### src/hw/ebiops_pkg.sv
package ebiops_pkg;

  // bus widths
  localparam int unsigned ADDR_W = 16;
  localparam int unsigned DATA_W = 8;
  localparam int unsigned PIN_N  = 8;

  // register offsets
  localparam logic [15:0] OFF_OUTPUT_LATCH = 16'hffda;
  localparam logic [15:0] OFF_DIRECTION    = 16'hffea;

  // reset and fixed read values
  localparam logic [7:0] RST_OUTPUT_LATCH = 8'h00;
  localparam logic [7:0] RST_DIRECTION    = 8'h00;
  localparam logic [7:0] RD_DIRECTION     = 8'hff;
  localparam logic [7:0] RD_UNMAPPED      = 8'h00;

  // shared pin positions
  localparam int unsigned PIN_CMP_OUT = 6;
  localparam int unsigned PIN_CLK_IN  = 5;
  localparam int unsigned PIN_RST_IN  = 4;

  // timer output-select field width and its plain-io value
  localparam int unsigned TSEL_W    = 4;
  localparam logic [3:0]  TSEL_GPIO = 4'h0;

  // operating mode codes on the mode input
  localparam logic [2:0] MODE_ACTIVE    = 3'h0;
  localparam logic [2:0] MODE_SUBACTIVE = 3'h1;
  localparam logic [2:0] MODE_SLEEP     = 3'h2;
  localparam logic [2:0] MODE_SUBSLEEP  = 3'h3;
  localparam logic [2:0] MODE_STANDBY   = 3'h4;
  localparam logic [2:0] MODE_WATCH     = 3'h5;

  // pin-state machine, one-hot
  typedef enum logic [2:0] {
    ST_HIZ  = 3'b001,
    ST_RUN  = 3'b010,
    ST_HOLD = 3'b100
  } ebiops_state_e;

endpackage

### src/hw/ebiops_top.sv
`timescale 1ns/1ns
// Overview of operation
// - eight pins, each with a data bit and direction bit at same position.
// - direction 1: data register read returns the stored latch bit.
// - direction 0: data register read returns the sampled pin level.
// - reset clears the output latch to zero.
// - direction 1 drives pin from latch; direction 0 makes it an input.
// - reset clears direction to zero, all pins inputs.
// - direction register is write-only and always reads all ones.
// - nonzero timer select makes pin 6 the compare output regardless of direction.
// - pins 7 and 3 to 0 follow only their own direction bit.
// - high-impedance in reset, standby and unknown mode codes, hold in sleep, subsleep and watch, normal in active and subactive.
module ebiops_top (
  // clock and reset
  input  wire logic                              clk,
  input  wire logic                              rst_n,
  // register port
  input  wire logic [ebiops_pkg::ADDR_W-1:0]     reg_addr,
  input  wire logic [ebiops_pkg::DATA_W-1:0]     reg_wdata,
  input  wire logic                              reg_wr,
  input  wire logic                              reg_rd,
  output logic      [ebiops_pkg::DATA_W-1:0]     reg_rdata,
  // operating mode from the power controller
  input  wire logic [2:0]                        op_mode,
  // timer connections
  input  wire logic [ebiops_pkg::TSEL_W-1:0]     timer_output_select,
  input  wire logic                              timer_compare_out,
  output logic                                   timer_clock_in,
  output logic                                   timer_reset_in,
  // port pins, split three ways
  input  wire logic [ebiops_pkg::PIN_N-1:0]      pin_in,
  output logic      [ebiops_pkg::PIN_N-1:0]      pin_out,
  output logic      [ebiops_pkg::PIN_N-1:0]      pin_oe
);
  import ebiops_pkg::*;

  // software-visible state
  logic [PIN_N-1:0] port_seven_output_latch;
  logic [PIN_N-1:0] port_seven_direction;

  // decode
  logic             hit_latch;
  logic             hit_dir;

  // mux results
  logic [PIN_N-1:0] drv_out;
  logic [PIN_N-1:0] drv_oe;
  logic [PIN_N-1:0] port_val;
  logic [DATA_W-1:0] next_rdata;

  // pin-state machine
  ebiops_state_e    state;
  ebiops_state_e    next_state;

  // address decode, exact match only
  // partial decode would alias the port onto its neighbours
  assign hit_latch = (reg_addr == OFF_OUTPUT_LATCH);
  assign hit_dir   = (reg_addr == OFF_DIRECTION);

  // output latch, one bit per pin
  always_ff @(posedge clk) begin
    if (!rst_n) begin
      port_seven_output_latch <= RST_OUTPUT_LATCH;
    end else if (reg_wr && hit_latch) begin
      port_seven_output_latch <= reg_wdata;
    end
  end

  // direction bits, one per pin at the latch's bit position
  always_ff @(posedge clk) begin
    if (!rst_n) begin
      port_seven_direction <= RST_DIRECTION;
    end else if (reg_wr && hit_dir) begin
      port_seven_direction <= reg_wdata;
    end
  end

  // drive selection per pin
  ebiops_pin_mux u_pin_mux (
    .latch   (port_seven_output_latch),
    .dir     (port_seven_direction),
    .tsel    (timer_output_select),
    .tcmp    (timer_compare_out),
    .drv_out (drv_out),
    .drv_oe  (drv_oe)
  );

  // read source per bit
  ebiops_rd_mux u_rd_mux (
    .latch     (port_seven_output_latch),
    .dir       (port_seven_direction),
    .pin_level (pin_in),
    .port_val  (port_val)
  );

  // read data selection; the direction register hides its contents
  always_comb begin
    next_rdata = RD_UNMAPPED;
    if (hit_latch) begin
      next_rdata = port_val;
    end else if (hit_dir) begin
      next_rdata = RD_DIRECTION;
    end
  end

  // read data stands only in the cycle after the strobe
  // zero outside the read cycle keeps a shared read bus quiet
  always_ff @(posedge clk) begin
    if (!rst_n) begin
      reg_rdata <= RD_UNMAPPED;
    end else if (reg_rd) begin
      reg_rdata <= next_rdata;
    end else begin
      reg_rdata <= RD_UNMAPPED;
    end
  end

  // mode to pin state; unknown codes float the pins as the safe choice
  always_comb begin
    case (op_mode)
      MODE_ACTIVE:    next_state = ST_RUN;
      MODE_SUBACTIVE: next_state = ST_RUN;
      MODE_SLEEP:     next_state = ST_HOLD;
      MODE_SUBSLEEP:  next_state = ST_HOLD;
      MODE_WATCH:     next_state = ST_HOLD;
      MODE_STANDBY:   next_state = ST_HIZ;
      default:        next_state = ST_HIZ;
    endcase
  end

  // state register; reset parks in high impedance
  // it mirrors what the pin drivers saw one edge earlier
  always_ff @(posedge clk) begin
    if (!rst_n) begin
      state <= ST_HIZ;
    end else begin
      state <= next_state;
    end
  end

  // pin drivers; hold keeps both value and enable frozen
  // next_state steers them so a mode change costs only one edge
  always_ff @(posedge clk) begin
    if (!rst_n) begin
      pin_oe  <= '0;
      pin_out <= '0;
    end else begin
      case (next_state)
        ST_RUN: begin
          pin_oe  <= drv_oe;
          pin_out <= drv_out;
        end
        ST_HOLD: begin
          pin_oe  <= pin_oe;
          pin_out <= pin_out;
        end
        ST_HIZ: begin
          pin_oe  <= '0;
          pin_out <= pin_out;
        end
        default: begin
          pin_oe  <= '0;
          pin_out <= pin_out;
        end
      endcase
    end
  end

  // timer inputs always see their pins, whatever the direction bits say
  // one flop of delay; the timer treats them as plain levels
  always_ff @(posedge clk) begin
    if (!rst_n) begin
      timer_clock_in <= 1'b0;
      timer_reset_in <= 1'b0;
    end else begin
      timer_clock_in <= pin_in[PIN_CLK_IN];
      timer_reset_in <= pin_in[PIN_RST_IN];
    end
  end
endmodule

### src/hw/ebiops_pin_mux.sv
`timescale 1ns/1ns
// per-pin drive selection from latch, direction and timer select
module ebiops_pin_mux (
  // software state
  input  wire logic [ebiops_pkg::PIN_N-1:0]  latch,
  input  wire logic [ebiops_pkg::PIN_N-1:0]  dir,
  // timer side
  input  wire logic [ebiops_pkg::TSEL_W-1:0] tsel,
  input  wire logic                          tcmp,
  // wanted drive
  output logic      [ebiops_pkg::PIN_N-1:0]  drv_out,
  output logic      [ebiops_pkg::PIN_N-1:0]  drv_oe
);
  import ebiops_pkg::*;

  logic timer_owns;

  // any nonzero select hands pin 6 to the timer
  assign timer_owns = (tsel != TSEL_GPIO);

  // every other pin follows only its own direction bit
  for (genvar i = 0; i < PIN_N; i++) begin : g_pin
    if (i == PIN_CMP_OUT) begin : g_shared
      assign drv_out[i] = timer_owns ? tcmp : latch[i];
      assign drv_oe[i]  = timer_owns ? 1'b1 : dir[i];
    end else begin : g_plain
      assign drv_out[i] = latch[i];
      assign drv_oe[i]  = dir[i];
    end
  end

endmodule

### src/hw/ebiops_rd_mux.sv
`timescale 1ns/1ns
// per-bit read source: latch for outputs, pin level for inputs
module ebiops_rd_mux (
  // sources
  input  wire logic [ebiops_pkg::PIN_N-1:0] latch,
  input  wire logic [ebiops_pkg::PIN_N-1:0] dir,
  input  wire logic [ebiops_pkg::PIN_N-1:0] pin_level,
  // result
  output logic      [ebiops_pkg::PIN_N-1:0] port_val
);
  import ebiops_pkg::*;

  for (genvar i = 0; i < PIN_N; i++) begin : g_bit
    // output pins read back the latch, not the wire
    assign port_val[i] = dir[i] ? latch[i] : pin_level[i];
  end

endmodule

### config.mk
export PLATFORM = sky130hd
export DESIGN_NAME = ebiops_top
export DESIGN_NICKNAME = d
export VERILOG_FILES = /design/src/hw/ebiops_pkg.sv /design/src/hw/ebiops_top.sv /design/src/hw/ebiops_pin_mux.sv /design/src/hw/ebiops_rd_mux.sv
export SDC_FILE = /design/constraint.sdc
export NUM_CORES = 1
export LEC_CHECK = 0
export BUFFER_PORTS_ARGS = -buffer_cell sky130_fd_sc_hd__buf_2
export CAP_MARGIN = 40
export CORE_ASPECT_RATIO = 1.4
export CORE_UTILIZATION = 47
export DETAILED_ROUTE_END_ITERATION = 10
export PLACE_DENSITY = 0.83
export SETUP_SLACK_MARGIN = 0.2
export SLEW_MARGIN = 10
export SYNTH_ARGS = -nofsm -noshare
export SYNTH_HDL_FRONTEND = slang
export SYNTH_SLANG_ARGS = --single-unit
### constraint.sdc
create_clock -name clk -period 1.3 [get_ports clk]
set_input_delay 0.065 -clock clk [delete_from_list [all_inputs] [get_ports clk]]
set_output_delay 0.065 -clock clk [all_outputs]
set_load 0.05 [all_outputs]
* Yosys cells after proc, flatten, opt, wreduce, memory -nomap -nowiden
Cells that the tools add are included.
** Cells by class
- Bitwise operators :: 0
- Multipliers :: 0
- Muxes and demuxes :: 14
- Reduce and logical (&&, ||, !) cells :: 7
- Divide/modulo/power cells :: 0
- Magnitude comparators :: 0
- Shift-type cells :: 0
- Equality and inequality tests :: 8
- Add/subtract/negate cells :: 0
** Operators by type and width (number)
- 16-bit == test, second input constant :: 2
- 8-bit two-way mux :: 2
- 8-bit one-hot mux with 2 select lines :: 1
- 1-bit two-way mux :: 10
- 3-bit by 2-bit == test with 1-bit output, second input constant :: 3
- 3-bit == test, second input constant :: 2
- 3-bit one-hot mux with 2 select lines :: 1
- 4-bit nonzero test :: 1
- 3-bit by 1-bit == test with 1-bit output, second input constant :: 1
- 3-bit logical NOT :: 1
- 3-bit OR reduction :: 1
- 1-bit logical AND :: 2
- 2-bit AND reduction :: 1
- 2-bit OR reduction :: 1
** Word-level totals
- ROM bits :: 0
- Memories :: 0
- Logic and storage cells :: 36
- Register bits after elaboration :: 42
- Output and inout bits :: 26
- Latch bits :: 0
- Bits in writable memories :: 0
- Input port bits :: 44

* Depth between registers and ports, before layout
- Depth in word-level cells :: 5
- Depth in mapped cells :: 4
- Mapped depth without buffers :: 4

* By module
Synthesis repeated with hierarchy kept, for this count alone.
** Unflattened totals
- Cells, all modules :: 187
- Area, all modules :: 1859.3 µm²
** By module, submodules not included
- ebiops_top :: times used 1, area an instance 1604.0 µm², cells each 162
- ebiops_pin_mux :: times used 1, area an instance 135.1 µm², cells each 17
- ebiops_rd_mux :: times used 1, area an instance 120.1 µm², cells each 8

* Least setup slack after synthesis
Ideal clock, no wire load.
- Path kind :: input port to flip-flop
- Start :: input reg_addr[2] (netlist name)
- End :: register port_seven_direction[0]
- Data arrival time :: 1.053 ns
- Library setup time :: 0.121 ns
- Path slack :: 0.126 ns
- Buffers on the path :: 0
- Data required time :: 1.179 ns
- Stages on the path :: 4
- Path through :: nand4bb_4 > nor4_4 > nand2_4 > mux2i_1
** Between the ends
- Word-level cells in the longest chain between the ends :: 2
** Ends and longest elaborated chain
- start: declaration :: RTL line ebiops_top.sv:18 : input wire logic [ebiops_pkg::ADDR_W-1:0] reg_addr,
- 16-bit == test :: RTL line ebiops_top.sv:58 : assign hit_dir = (reg_addr == OFF_DIRECTION);
- 1-bit logical AND :: RTL line ebiops_top.sv:73 : end else if (reg_wr && hit_dir) begin
- end signal: assignment :: RTL line ebiops_top.sv:74 : port_seven_direction <= reg_wdata;
- end: declaration :: RTL line ebiops_top.sv:39 : logic [PIN_N-1:0] port_seven_direction;
Every way passes these cells.
A chain may end at the register's enable or synchronous reset.

* Worst setup path after layout
- Start :: input pin_in[4] (netlist name)
- End :: register reg_rdata[4] (netlist name)
** Between the ends
- Word-level cells in the longest chain between the ends :: 2
** Ends and longest elaborated chain
- start: declaration :: RTL line ebiops_top.sv:31 : input wire logic [ebiops_pkg::PIN_N-1:0] pin_in,
- 1-bit two-way mux :: RTL line ebiops_rd_mux.sv:15 : assign port_val[i] = dir[i] ? latch[i] : pin_level[i];
- 8-bit two-way mux :: RTL line ebiops_top.sv:99 : if (hit_latch) begin
- end signal: assignment :: RTL line ebiops_top.sv:112 : reg_rdata <= next_rdata;
- end: declaration :: RTL line ebiops_top.sv:22 : output logic [ebiops_pkg::DATA_W-1:0] reg_rdata,
Every way passes these cells.

==> impl_metrics.csv <==
group,metric,value,unit
global_route,grt_max_degree,15,
global_route,antenna_found_initial,0,
timing,finalSetupTns,0,ns
synth,synthAdderAreaFrac,0,
critical_path,critPathSlowestCell,"dlygate4sd3_1",
worst_hold_path,hold_path_class,"in -> reg",
layout,fin_cells,290,
critical_path,worstPathArrival,1.22,ns
timing,report.final.slew_viol_count,0,
clock_tree,post_cts_resized,0,
critical_path,critPathLaunch,"pin_in[4]",
global_route,grt_pass1_vias,1401,
timing,skew,0.00591,ns
synth,ys_seq_area_frac,0.498,
critical_path,endpoint_kind,"flop",
critical_path,r2r_start,"port_seven_direction[3]$_SDFFE_PN0P_",
route,dr.pass1.iters,4,
synth,syn-num-nets,216,
critical_path,crit_path_max_incr_delay,0.55,ns
synth,syn-instance-count,172,
die,die_area,3840,um^2
layout,nets,293,
route,ant_nets,0,
clock_tree,numClockSinks,42,
placed_design,postPlaceCellArea,2110,um^2
placed_design,post-dp-hpwl,2920,um
synth,ys_warn_count,0,
status,status,"completed",
die,fp-row-count,25,
route,wire_per_inst,13.2,um
clock_tree,clockRootBuffer,"clkbuf_8",
placed_design,globalplace.congestion,0.799,
die,core,3410,um^2
critical_path,path_buf_inv,2,
global_route,grt_usage,0.219,
route,vias,1477,
layout,area_growth_syn_to_layout,32.5,%
clock_tree,cts_max_level,2,
critical_path,crit_required,1.48,ns
route,via_per_inst,5.09,
synth,ys_types,24,
layout,postLayoutCellArea,2240,um^2
die,die_w,52.6,um
die,die_h,72.9,um
global_route,grt_overflow,0,
route,drc,0,
timing,setup_viol,0,
die,io_pins,70,
layout,fillers,318,
job,maxCapViolCount,0,
clock_tree,clk_latency,0.30,ns
timing,slew_headroom,0.540,
layout,diodes,0,
timing,timing.fmax,969,MHz
route,dr.first_iter.drc_count,24,
synth,synth_top_cell_by_area,"dfxtp_1",
route,drt_wl_total,3830,um
synth,synth_top_family_by_area,"simple AND/OR/NAND/NOR gates",
pwr,vdd_ir_drop_max,0.940,mV
layout,drive_above_1_share,0.388,
timing,min_period,1.03,ns
synth,syn_area,1690,um^2
critical_path,critical-path-top-delay-family,"buffers and inverters",
critical_path,critPathMaxFanout,2,
synth,yosys-top-cells-area,"dfxtp_1 (50%), mux2i_1 (10%), nand2_1 (8.9%), mux2_2 (4.7%), nor2_1 (3.8%)",
clock_tree,cts_buffers,5,
critical_path,crit_type,"in -> reg",
synth,postSynthAreaPerCell,9.81,um^2
clock_tree,clk_pin_slew_worst_paths,0.08,ns
critical_path,crit_chain,"dlygate4sd3_1, buf_2, mux2_1, a21oi_1, nor2_1",
clock_tree,clk_path_buf_depth,2,
timing,rsz0062_at_grt,"no",
synth,synth.top_cell.area_share,0.498,
synth,ys_ff_latch,42,
die,initial_core_util,0.495,
placed_design,port_buffers,69,
worst_hold_path,min_from,"reg_wdata[4]",
placed_design,preCtsSetupSlack,0.124,ns
timing,finalHoldViolCount,0,
timing,setup_ws,0.268,ns
timing,worst_slew_pin_slew,0.686,ns
critical_path,cp-start-kind,"input pin",
placed_design,place_inst,280,
pwr,p_leak,1.11,nW
synth,synthXorXnorAreaFrac,0,
global_route,grt_pass1_wl,6100,um
timing,period_share,0.794,
pwr,power_density,1130,nW/um^2
synth,synth_compound_area_frac,0.0979,
pwr,p_total,2.52,mW
synth,synth-simple-area-share,0.232,
clock_tree,cts_tree,"yes",
synth,synth.mux.area_fraction,0.154,
layout make-up:
class | count | area (um^2) | area share
Clock buffer | 5 | 68.8 | 0.0308
Clock inverter | 3 | 40.0 | 0.0179
Inverter | 2 | 7.51 | 0.00336
Multi-Input combinational cell | 122 | 826 | 0.369
Sequential cell | 42 | 841 | 0.376
Tap cell | 40 | 50.0 | 0.0224
Timing Repair Buffer | 76 | 403 | 0.180
synth_stat cells (all sizes together):
cell type and n:
dfxtp 42, nand2 42, mux2i 17, nor2 17
a21oi 10, mux2 8, a22oi 7, a21boi 6
clkbuf 6, and2 2, nand4 2, nand4b 2
nor4 2, o21ai 2, a211oi 1, clkinv 1
inv 1, nand3b 1, nand4bb 1, or2 1
or4 1
what timing repair did:
action | 4_1_cts | 5_1_grt
setup buffers | 0 | 0
hold buffers | 2 | 0
endpoints found under the hold margin | 2 | 0
per-stage QoR:
stage	util	hold WS (ns)
final	0.656	0.0411
after CTS	0.656	0.0346
after detailed placement	0.618	0.284
after floorplan	-	0.187
after global routing	0.656	0.0412
after global placement	0.618	0.281
power by group:
part | switching [mW] | total, mW | internal, mW
clock | 0.447 | 1.01 | 0.565
sequential | 0.00215 | 1.29 | 1.29
combinational | 0.121 | 0.214 | 0.0925
total | 0.570 | 2.52 | 1.95
worst paths after layout:
check / end / slack [ns] / cells past startpoint
hold reg to reg: pin_out[1]$_SDFFE_PN0N_ / 0.45 / 2
hold / removal: port_seven_direction[4]$_SDFFE_PN0P_ / 0.04 / 3
setup reg to reg: reg_rdata[3]$_SDFF_PN0_ / 0.27 / 3
setup / recovery: reg_rdata[4]$_SDFF_PN0_ / 0.27 / 5
worst min-delay path: cells and delay by family:
family / cells / cell delay, ns
buf+inv: 1 / 0.09
simple gates: 1 / 0.07
mux: 1 / 0.06
registers in the layout (all words and copies together), names as in the netlist:
name	count
pin_out	8
timer_reset_in	1
port_seven_output_latch	8
reg_rdata	8
timer_clock_in	1
pin_oe	8
port_seven_direction	8
per-layer routing:
layer / routed length, um / track usage / vias up
li1: - / - / 745
met1: 1530 / 0.232 / 667
met2: 1990 / 0.390 / 59
met3: 232 / 0.0563 / 6
met4: 76 / 0.102 / 0
met5: 0 / 0 / -
kinds of logic after synthesis:
| logic type | after synthesis |
|---|---|
| flip-flops | 42 |
| AND/OR/NAND/NOR | 71 |
| multiplexers | 25 |
| buffers and inverters | 8 |
| AO/OA/AOI/OAI | 26 |
cells in the final DEF (no fill, tap or decap), types with 2 or more instances in the layout:
cell	instances
buf_2	69
nor2_1	17
dfxtp_1	42
and2_1	2
nand2_4	2
dlygate4sd3_1	2
buf_4	5
a21boi_1	6
nand4b_1	2
o21ai_1	2
nand4_4	2
a21oi_1	10
nor4_4	2
a22oi_1	7
clkbuf_8	5
nand2_1	40
mux2i_1	17
mux2_2	7
clkinv_2	2
Power figures use the tool's default switching activity.
